`config.mk`:
```
export PLATFORM = sky130hd
export DESIGN_NAME = io_map_msg_store
export DESIGN_NICKNAME = d
export VERILOG_FILES = /design/src/io_map_pkg.sv /design/src/asm_word_mapper.sv /design/src/io_map_msg_store.sv
export SDC_FILE = /design/constraint.sdc
export NUM_CORES = 2
export LEC_CHECK = 0
export ABC_AREA = 1
export BUFFER_PORTS_ARGS = -buffer_cell sky130_fd_sc_hd__buf_4
export CAP_MARGIN = 20
export CORE_ASPECT_RATIO = 0.6
export CORE_UTILIZATION = 46
export CTS_BUF_LIST = sky130_fd_sc_hd__clkbuf_4 sky130_fd_sc_hd__clkbuf_8 sky130_fd_sc_hd__clkbuf_16
export DETAILED_ROUTE_END_ITERATION = 12
export PLACE_DENSITY = 0.69
export SYNTH_ARGS = -nofsm -noshare
export SYNTH_HDL_FRONTEND = slang
export SYNTH_SLANG_ARGS = --single-unit
```
`constraint.sdc`:
```
create_clock -name mclk -period 5.15 [get_ports mclk]
set_input_delay 0.515 -clock mclk [delete_from_list [all_inputs] [get_ports mclk]]
set_output_delay 0.515 -clock mclk [all_outputs]
set_load 0.05 [all_outputs]
```
`src/io_map_pkg.sv`:
```
/*
  Shared constants and command types for the I/O assembly map and message store.
  Assumes it is compiled before every module that imports it.
*/
package io_map_pkg;

  // ==========================================================================
  // Word and device layout
  // ==========================================================================
  localparam int          WORD_W       = 16;
  localparam int          POINTS       = 16;
  localparam int          SLOTS        = 8;
  localparam int          SLOT_W       = 3;
  localparam int          PT_W         = 4;
  localparam int          CNT_W        = 16;
  localparam int          WIDX_W       = 8;
  localparam int          ASM_WORDS    = 228;
  localparam int          OUT_BASE     = 8;
  localparam logic [3:0]  RESV_IDX_LO  = 4'h6;
  localparam logic [3:0]  MSG_IDX      = 4'h7;
  localparam logic [3:0]  CTRL_IDX     = 4'he;
  localparam logic [3:0]  RESV_IDX_HI  = 4'hf;

  // ==========================================================================
  // Assembly instances
  // ==========================================================================
  localparam logic [7:0]  INST_IN      = 8'h64;
  localparam logic [7:0]  INST_OUT     = 8'h70;

  // ==========================================================================
  // Message register fields
  // ==========================================================================
  localparam int          CODE_HI      = 15;
  localparam int          CODE_LO      = 8;
  localparam int          DATA_HI      = 7;
  localparam int          DATA_LO      = 0;
  localparam logic [7:0]  CODE_NONE    = 8'h00;
  localparam logic [7:0]  CODE_DISABLE = 8'hfe;
  localparam logic [7:0]  DATA_NONE    = 8'h00;

  // ==========================================================================
  // Timing and size figures that bind the scanner, kept for reference by users
  // ==========================================================================
  localparam int          RPI_MIN_MS       = 50;
  localparam int          LEGACY_MAX_WORDS = 103;

  typedef enum logic [1:0] {
    CMD_CLEAR   = 2'b00,
    CMD_DISABLE = 2'b01,
    CMD_IGNORE  = 2'b10
  } msg_cmd_e;

endpackage : io_map_pkg

```
`src/asm_word_mapper.sv`:
```
/*
  Finds the register that an assembly word maps to, by counting selected slots.
  Assumes a select mask of SLOTS bits per device, devices in ascending order.
*/
`timescale 1ns/1ps
module asm_word_mapper
  import io_map_pkg::*;
#(
  parameter int NUM_DEV = 4,
  parameter int DEV_W   = 2
) (
  input  wire logic [NUM_DEV*SLOTS-1:0] sel,
  input  wire logic [WIDX_W-1:0]        word,
  output logic                          hit,
  output logic      [DEV_W-1:0]         dev,
  output logic      [SLOT_W-1:0]        slot
);

  if (NUM_DEV < 1 || DEV_W < 1 || NUM_DEV > 2**DEV_W) begin : g_bad_par
    $error("asm_word_mapper: NUM_DEV does not fit in DEV_W bits");
  end

  // ==========================================================================
  // Consecutive fill from word zero
  // ==========================================================================
  logic [CNT_W-1:0] cnt;

  always_comb begin
    cnt  = '0;
    hit  = 1'b0;
    dev  = '0;
    slot = '0;
    for (int d = 0; d < NUM_DEV; d++) begin
      for (int s = 0; s < SLOTS; s++) begin
        if (sel[d*SLOTS+s]) begin
          // No word is kept for any unit: the n-th selected slot is word n.
          if (!hit && cnt == CNT_W'(word)) begin
            hit  = 1'b1;
            dev  = DEV_W'(d);
            slot = SLOT_W'(s);
          end
          cnt = cnt + 1'b1;
        end
      end
    end
  end

endmodule : asm_word_mapper

```
`src/io_map_msg_store.sv`:
```
/*
  Local register bank of a wireless gateway: input and output assemblies, the
  legacy read and write tables, and one message register per device.
  Assumes all request inputs are synchronous to mclk and last one cycle.
*/
`timescale 1ns/1ps
module io_map_msg_store
  import io_map_pkg::*;
#(
  parameter int NUM_DEV = 4,
  parameter int DEV_W   = 2
) (
  input  wire logic                     mclk,
  input  wire logic                     rst_n,
  input  wire logic [NUM_DEV*SLOTS-1:0] eip_in_sel,
  input  wire logic [NUM_DEV*SLOTS-1:0] eip_out_sel,
  input  wire logic                     req_valid,
  input  wire logic                     req_legacy,
  input  wire logic                     req_write,
  input  wire logic [7:0]               req_inst,
  input  wire logic [WIDX_W-1:0]        req_word,
  input  wire logic [WORD_W-1:0]        req_wdata,
  output logic                          rsp_valid,
  output logic      [WORD_W-1:0]        rsp_data,
  output logic                          rsp_err,
  input  wire logic                     io_wr_valid,
  input  wire logic [DEV_W-1:0]         io_wr_dev,
  input  wire logic [PT_W-1:0]          io_wr_point,
  input  wire logic [WORD_W-1:0]        io_wr_data,
  output logic                          out_upd_valid,
  output logic      [DEV_W-1:0]         out_upd_dev,
  output logic      [PT_W-1:0]          out_upd_point,
  output logic      [WORD_W-1:0]        out_upd_data,
  input  wire logic                     msg_valid,
  input  wire logic [DEV_W-1:0]         msg_dev,
  input  wire logic [7:0]               msg_code,
  input  wire logic [7:0]               msg_data,
  input  wire logic                     heal_valid,
  input  wire logic [DEV_W-1:0]         heal_dev,
  input  wire logic                     cfg_auto_rec_wr,
  input  wire logic                     cfg_auto_rec_val,
  input  wire logic                     host_valid,
  input  wire logic [DEV_W-1:0]         host_dev,
  input  wire logic                     host_disable,
  input  wire logic                     op_ack,
  input  wire logic                     op_valid,
  input  wire msg_cmd_e                 op_cmd,
  output logic                          disp_alert,
  output logic                          disp_choice,
  output logic      [DEV_W-1:0]         disp_dev,
  output logic      [WORD_W-1:0]        disp_msg,
  output logic                          auto_rec_on
);

  if (NUM_DEV < 2 || DEV_W != $clog2(NUM_DEV) || NUM_DEV*SLOTS >= 2**CNT_W) begin : g_bad_par
    $error("io_map_msg_store: NUM_DEV and DEV_W do not agree");
  end

  // ==========================================================================
  // State
  // ==========================================================================
  typedef struct packed {
    logic [NUM_DEV-1:0][POINTS-1:0][WORD_W-1:0] regs;
    logic [NUM_DEV-1:0][WORD_W-1:0]             last_rx;
    logic                                       auto_rec;
    logic                                       rsp_valid;
    logic [WORD_W-1:0]                          rsp_data;
    logic                                       rsp_err;
    logic                                       upd_valid;
    logic [DEV_W-1:0]                           upd_dev;
    logic [PT_W-1:0]                            upd_point;
    logic [WORD_W-1:0]                          upd_data;
    logic                                       alert;
    logic                                       choice;
    logic [DEV_W-1:0]                           a_dev;
    logic [WORD_W-1:0]                          a_msg;
  } state_s;

  state_s st_r;
  state_s st_nxt;

  logic              in_hit;
  logic [DEV_W-1:0]  in_dev;
  logic [SLOT_W-1:0] in_slot;
  logic              out_hit;
  logic [DEV_W-1:0]  out_dev;
  logic [SLOT_W-1:0] out_slot;

  asm_word_mapper #(.NUM_DEV(NUM_DEV), .DEV_W(DEV_W)) u_in_map (
    .sel  (eip_in_sel),
    .word (req_word),
    .hit  (in_hit),
    .dev  (in_dev),
    .slot (in_slot)
  );

  asm_word_mapper #(.NUM_DEV(NUM_DEV), .DEV_W(DEV_W)) u_out_map (
    .sel  (eip_out_sel),
    .word (req_word),
    .hit  (out_hit),
    .dev  (out_dev),
    .slot (out_slot)
  );

  // ==========================================================================
  // Next state
  // ==========================================================================
  logic              to_in;
  logic              inst_ok;
  logic [WORD_W-1:0] m;
  logic              op_take;
  logic              new_msg;
  logic              alert_set;
  logic [DEV_W-1:0]  alert_dev;
  logic [WORD_W-1:0] alert_msg;
  logic [PT_W-1:0]   out_pt;

  always_comb begin
    st_nxt    = st_r;
    to_in     = 1'b0;
    inst_ok   = 1'b0;
    m         = '0;
    alert_set = 1'b0;
    alert_dev = '0;
    alert_msg = '0;
    out_pt    = PT_W'(OUT_BASE) + PT_W'(out_slot);
    op_take   = op_valid && st_r.choice;
    // Identical reports are only counted once per device.
    new_msg   = msg_valid && ({msg_code, msg_data} != st_r.last_rx[msg_dev]);
    st_nxt.rsp_valid = 1'b0;
    st_nxt.upd_valid = 1'b0;

    if (cfg_auto_rec_wr) begin
      st_nxt.auto_rec = cfg_auto_rec_val;
    end

    // Radio side refreshes ordinary inputs; reserved points stay with the block.
    if (io_wr_valid && io_wr_point < PT_W'(OUT_BASE) && io_wr_point != RESV_IDX_LO
        && io_wr_point != MSG_IDX) begin
      st_nxt.regs[io_wr_dev][io_wr_point] = io_wr_data;
    end

    // Assembly and legacy table access, one answer per request.
    if (req_valid) begin
      st_nxt.rsp_valid = 1'b1;
      st_nxt.rsp_data  = '0;
      st_nxt.rsp_err   = 1'b0;
      if (req_legacy) begin
        // Legacy read table is the input list, write table the output list.
        to_in   = !req_write;
        inst_ok = 1'b1;
      end else if (req_inst == INST_IN) begin
        to_in   = 1'b1;
        inst_ok = 1'b1;
      end else if (req_inst == INST_OUT) begin
        inst_ok = 1'b1;
      end
      if (!inst_ok || req_word >= WIDX_W'(ASM_WORDS)) begin
        st_nxt.rsp_err = 1'b1;
      end else if (to_in) begin
        if (req_write) begin
          st_nxt.rsp_err = 1'b1;
        end else if (in_hit) begin
          st_nxt.rsp_data = st_r.regs[in_dev][in_slot];
        end
      end else if (out_hit) begin
        if (req_write) begin
          st_nxt.regs[out_dev][out_pt] = req_wdata;
          st_nxt.upd_valid = 1'b1;
          st_nxt.upd_dev   = out_dev;
          st_nxt.upd_point = out_pt;
          st_nxt.upd_data  = req_wdata;
        end else begin
          st_nxt.rsp_data = st_r.regs[out_dev][out_pt];
        end
      end
      // Words past the selected count read zero and drop writes.
    end

    if (msg_valid) begin
      st_nxt.last_rx[msg_dev] = {msg_code, msg_data};
    end

    // Message registers: clears first, so an arriving message wins over them.
    for (int d = 0; d < NUM_DEV; d++) begin
      m = st_r.regs[d][MSG_IDX];
      if (host_valid && host_dev == DEV_W'(d)) begin
        m = host_disable ? {CODE_DISABLE, DATA_NONE} : '0;
      end
      if (op_take && st_r.a_dev == DEV_W'(d) && op_cmd != CMD_IGNORE) begin
        m = (op_cmd == CMD_DISABLE) ? {CODE_DISABLE, DATA_NONE} : '0;
      end
      if (heal_valid && heal_dev == DEV_W'(d) && st_r.auto_rec
          && m[CODE_HI:CODE_LO] != CODE_DISABLE) begin
        m = '0;
      end
      if (new_msg && msg_dev == DEV_W'(d)) begin
        if (m[CODE_HI:CODE_LO] == CODE_DISABLE) begin
          m = m;
        end else if (msg_code == CODE_NONE) begin
          if (m == '0) begin
            m = {msg_code, msg_data};
          end
        end else if (msg_code > m[CODE_HI:CODE_LO]) begin
          // Higher code wins; equal or lower codes are dropped.
          m[CODE_HI:CODE_LO] = msg_code;
          m[DATA_HI:DATA_LO] = msg_data;
          alert_set = 1'b1;
          alert_dev = DEV_W'(d);
          alert_msg = m;
        end
      end
      // Nothing else touches point 7, so a stored error holds until cleared.
      st_nxt.regs[d][MSG_IDX] = m;
    end

    // Display: alert, acknowledge, then one operator choice.
    if (op_ack && st_r.alert) begin
      st_nxt.alert  = 1'b0;
      st_nxt.choice = 1'b1;
    end
    if (op_take) begin
      st_nxt.choice = 1'b0;
    end
    if (alert_set) begin
      st_nxt.alert  = 1'b1;
      st_nxt.choice = 1'b0;
      st_nxt.a_dev  = alert_dev;
      st_nxt.a_msg  = alert_msg;
    end
  end

  always_ff @(posedge mclk or negedge rst_n) begin
    if (!rst_n) begin
      st_r          <= '0;
      st_r.auto_rec <= 1'b1;
    end else begin
      st_r <= st_nxt;
    end
  end

  assign rsp_valid     = st_r.rsp_valid;
  assign rsp_data      = st_r.rsp_data;
  assign rsp_err       = st_r.rsp_err;
  assign out_upd_valid = st_r.upd_valid;
  assign out_upd_dev   = st_r.upd_dev;
  assign out_upd_point = st_r.upd_point;
  assign out_upd_data  = st_r.upd_data;
  assign disp_alert    = st_r.alert;
  assign disp_choice   = st_r.choice;
  assign disp_dev      = st_r.a_dev;
  assign disp_msg      = st_r.a_msg;
  assign auto_rec_on   = st_r.auto_rec;

  // ==========================================================================
  // Checks
  // ==========================================================================
  logic [WORD_W-1:0] cur_msg;
  logic              quiet;

  assign cur_msg = st_r.regs[msg_dev][MSG_IDX];
  assign quiet   = !host_valid && !op_take && !heal_valid;

  chk_rsp_one_cycle: assert property (@(posedge mclk) disable iff (!rst_n)
    req_valid |=> rsp_valid ##1 !rsp_valid || $past(req_valid))
    else $error("request not answered in one cycle");

  chk_unmapped_zero: assert property (@(posedge mclk) disable iff (!rst_n)
    (req_valid && !req_legacy && req_inst == INST_IN && !req_write && !in_hit
     && req_word < WIDX_W'(ASM_WORDS)) |=> (rsp_data == '0 && !rsp_err))
    else $error("unmapped input word did not read zero");

  chk_disabled_holds: assert property (@(posedge mclk) disable iff (!rst_n)
    (msg_valid && cur_msg[CODE_HI:CODE_LO] == CODE_DISABLE && quiet)
    |=> st_r.regs[$past(msg_dev)][MSG_IDX] == $past(cur_msg))
    else $error("disabled message register changed");

  chk_zero_no_over: assert property (@(posedge mclk) disable iff (!rst_n)
    (msg_valid && msg_code == CODE_NONE && cur_msg != '0 && quiet)
    |=> st_r.regs[$past(msg_dev)][MSG_IDX] == $past(cur_msg))
    else $error("zero message overwrote a pending message");

  chk_lower_dropped: assert property (@(posedge mclk) disable iff (!rst_n)
    (msg_valid && msg_code != CODE_NONE && msg_code <= cur_msg[CODE_HI:CODE_LO] && quiet)
    |=> st_r.regs[$past(msg_dev)][MSG_IDX] == $past(cur_msg))
    else $error("lower priority message was stored");

  chk_higher_stored: assert property (@(posedge mclk) disable iff (!rst_n)
    (new_msg && msg_code > cur_msg[CODE_HI:CODE_LO]
     && cur_msg[CODE_HI:CODE_LO] != CODE_DISABLE && quiet)
    |=> st_r.regs[$past(msg_dev)][MSG_IDX] == {$past(msg_code), $past(msg_data)}
        && disp_alert && disp_msg == {$past(msg_code), $past(msg_data)})
    else $error("higher priority message not stored and shown");

  chk_repeat_once: assert property (@(posedge mclk) disable iff (!rst_n)
    (msg_valid && {msg_code, msg_data} == st_r.last_rx[msg_dev] && quiet)
    |=> st_r.regs[$past(msg_dev)][MSG_IDX] == $past(cur_msg) && !$rose(disp_alert))
    else $error("repeated message acted on twice");

  chk_host_clear: assert property (@(posedge mclk) disable iff (!rst_n)
    (host_valid && !host_disable && !(msg_valid && msg_dev == host_dev) && !op_take)
    |=> st_r.regs[$past(host_dev)][MSG_IDX] == '0)
    else $error("host clear did not empty the message register");

  chk_heal_clears: assert property (@(posedge mclk) disable iff (!rst_n)
    (heal_valid && auto_rec_on && st_r.regs[heal_dev][MSG_IDX][CODE_HI:CODE_LO] != CODE_DISABLE
     && !msg_valid && !host_valid && !op_take)
    |=> st_r.regs[$past(heal_dev)][MSG_IDX] == '0)
    else $error("auto recovery did not erase a healed error");

  chk_write_update: assert property (@(posedge mclk) disable iff (!rst_n)
    (req_valid && req_write && !req_legacy && req_inst == INST_OUT && out_hit
     && req_word < WIDX_W'(ASM_WORDS))
    |=> out_upd_valid && out_upd_data == $past(req_wdata)
        && st_r.regs[out_upd_dev][out_upd_point] == out_upd_data)
    else $error("output word write did not update its register");

endmodule : io_map_msg_store

```
==> results.md <==
* RSZ-0062 raised after global routing: yes
* Row count at roughly 120
* Max_cap viols at 0
* Reg2reg setup slack at -0.06 ns
* Core ar. at 165000 µm²
* Worst-case reg-to-reg path depth at 24
* Final critical-path required period at 14.82 ns
* Final setup vio count at 553
* Slew HR at 20.0%
* Max Clk Rate at 0.0675 GHz
* Clock Sinks at between 1k and 1.5k
* Drt via density at 5.65
* Fin. max-slew vios at 0
* HP Start: msg_data[4]
* Crit path required time at roughly 5.8 ns
* Clk Latency, worst-skew pair at 0.75 ns
* Async set-reset flop share out of synthesis at 100%
* Synth unique cells at 90
* CP startpoint kind: primary input
* #FFs+latches synth at 1150
* Kind of critical path: in2reg
* Total number of vias at 83.3k
* Mapped Avg Cell Area at 7.08 µm²
* CP endpoint: rsp_data[1]
* Most frequent cells in the layout: nand2_1 (2502), buf_4 (1871), inv_1 (1155)
* Syn nets at around 11k
* Design area at between 100000 and 150000 µm²
* Layout area overhead at 35.1%
* Clock root buffer: clkbuf_16
* NetSw at 17500 µW
* Initial Util at roughly 47%
* Total track usage at between 30% and 40%
* Initial antenna violation count at 16
* Fin. Hold Viols at 0
* R2R Path End: disp_msg[3]
* Detailed-router iteration count before antenna repair at 9
* Num ports at around 220
* Peak VDD IR at 0.399 mV
* CTS Buf Count at 102
* DIE AREA at roughly 170000 µm²
* Violated checks: setup timing
* Clock share of power at between 20% and 30%
* Mapped cell area at 76800 µm²
* Status: finished with violations
* Worst Hold Class: in2reg
* Post-Synthesis Cells at 10.8k
* Critical-path maximum fanout at 10
* First-pass GRT wire length at 466 mm
* Drt total wl at 314 mm
* P_leak at approximately 0.053 µW
* Worst Setup SP: eip_out_sel[0]
* Max Buffers Root-to-Sink at 3
* Sequential power share at 26.0%
* Die X at roughly 530 µm
* Internal at 23800 µW
* Setup ws final at -9.67 ns
* TritonCTS clock tree: built
* Slew @ Worst Pin at 1.20 ns
* CP most frequent cell: buf_4
* Total global routing overflow at 0
* Reg clk slew, reported paths at around 0.07 ns
* Placed Area at slightly above 90000 µm²
* Vias in the first global route at 78.5k
* Share of layout cells above drive strength 1 at 31.2%
* Post-synthesis sequential area ratio at 37.5%
* DRC at 0
* Total Neg Setup Slack at -5168.88 ns
* EDFF count, synth at 0
* Post-route ant nets at 0
* Die height at 318 µm
* CP max stage cell: a2111oi_1
* CP endpoint kind: register
* Reg2reg start: disp_dev[0]
* Clk_skew at between 0.03 and 0.04 ns
* Final #Nets at ~13k
* Pin count of the biggest net entering global routing at 169
* WL per Instance at roughly 21 µm
* Ys Warns at 0
* Net Sw Frac at 42.4%
* Period utilisation layout at 288%
* CTS H-tree lvls at 3
* Most common cell after layout, fill and taps aside: nand2_1
* PortBufs at around 220
* PD cells at 398 nW/µm²
* Largest stage delay, worst path at 0.35 ns
* DP Wirelength at roughly 210 mm
* Combinational Power Share at 53.0%
* Ys flop type: dfrtp_1
* Initial DRC count at 11.2k
* Routability cong. at 1.00
* CP Data Arrival Time at 15.50 ns
cells in the mapped netlist (all sizes together), types with 4 or more instances:
cell | number | area share [%]
nand3 | 1396 | 10
nor3 | 85 | 0.63
xnor2 | 12 | 0.14
or2 | 133 | 1.1
o21ai | 794 | 5.2
dlygate4sd3 | 6 | 0.078
nor4 | 54 | 0.46
nand2 | 3051 | 16
o21a | 18 | 0.18
nor3b | 5 | 0.049
a211oi | 13 | 0.13
clkbuf | 383 | 2.1
a31oi | 7 | 0.065
o221ai | 13 | 0.15
o31ai | 4 | 0.039
buf | 271 | 2.6
mux2 | 17 | 0.25
a2111oi | 12 | 0.14
dfrtp | 1149 | 37
a2bb2oi | 5 | 0.057
nand3b | 107 | 1.1
o2111ai | 13 | 0.15
xor2 | 242 | 2.8
nor2 | 1020 | 5.5
nand4 | 116 | 0.97
or4 | 5 | 0.051
clkinv | 15 | 0.077
a221oi | 7 | 0.080
o22ai | 20 | 0.16
a22oi | 35 | 0.34
inv | 1243 | 6.1
o211ai | 18 | 0.18
a21boi | 11 | 0.11
mux2i | 25 | 0.33
ha | 90 | 1.5
a21oi | 409 | 2.8
power groups by stage:
| stage | Sequential, µW | Combinational [µW] | Clock [µW] |
|---|---|---|---|
| after floorplan | 10500 | 11400 | 0 |
| after global placement | 10800 | 18200 | 0 |
| after detailed placement | 10800 | 18700 | 0 |
| after CTS | 10700 | 19900 | 8640 |
| after global routing | 10800 | 23500 | 9020 |
| final | 10800 | 21900 | 8650 |
flip-flops by register name, indices dropped and copies added, names as in the netlist, 2 cells and up:
register       flops
out_upd_point      4
out_upd_dev        2
st_r            1088
out_upd_data      16
disp_msg          16
disp_dev           2
rsp_data          16
worst min-delay path by stage:
stage,endpoint,cells past startpoint
4_1_cts,st_r[1010],3
2_1_floorplan,disp_alert,0
6_report,st_r[1010],3
3_5_place_dp,st_r[1002],0
3_3_place_gp,st_r[1004],0
5_1_grt,st_r[497],3
cell type report:
type,instances,area [µm²]
antenna,13,32.5
clock buffer,134,2920
fill,13800,61000
sequential,1150,28800
multi-input combinational,7770,44100
tap,2223,2780
timing repair inverter,2,22.5
inverter,1258,4840
timing repair buffer,2155,19400
clock inverter,49,774
logic make-up (layout without fill, tap and decap cells):
| kind of cell | count (synthesis) | in the layout | share of synthesized area [%] |
|---|---|---|---|
| AO/OA/AOI/OAI | 1402 | 1402 | 10.0 |
| XOR/XNOR | 254 | 254 | 2.91 |
| adder cells (fa/ha/maj) | 90 | 90 | 1.47 |
| buffers and inverters | 1922 | 3598 | 11.0 |
| flip-flops | 1150 | 1150 | 37.5 |
| multiplexers | 42 | 42 | 0.575 |
| other | 0 | 13 | 0 |
| AND/OR/NAND/NOR | 5981 | 5982 | 36.5 |
metal layers:
metal  GRT usage, %  routed length [µm]  vias up
met5              0                  69        -
met4           10.1               10100       10
met3           12.8               45600      785
met2           47.4              121000     4983
met1           53.3              137000    39500
li1               -                   -    38000
per-stage QoR:
stage / total power, µW / hold WS [ns] / utilization (%) / std cells / worst slack, ns
floorplan: 21900 / 0.219 / - / 10800 / -9.45
global placement: 29000 / 0.365 / 55.7 / 14200 / -10.67
detailed placement: 29500 / 0.366 / 55.8 / 14200 / -10.69
CTS: 39300 / 0.0802 / 61.0 / 14700 / -9.43
global route: 43300 / 0.113 / 63.0 / 14700 / -10.21
finish: 41300 / 0.108 / 63.0 / 14800 / -9.67
worst max-delay path: cells and delay by family:
kind / cells / cell delay (ns)
fa+ha+maj: 7 / 1.70
compound gates: 6 / 0.79
xor+xnor: 1 / 0.14
simple gates: 45 / 4.76
buf+inv: 65 / 7.58
timing repair:
item | CTS | global route
setup endpoints to repair | 551 | 570
cloned | 41 | 19
endpoints found under the hold margin | 46 | 0
pin swaps | 169 | 212
resized for setup | 462 | 578
setup buffers | 230 | 68
hold buffers | 5 | 0
Note: power is estimated with default switching activity, not from simulation.
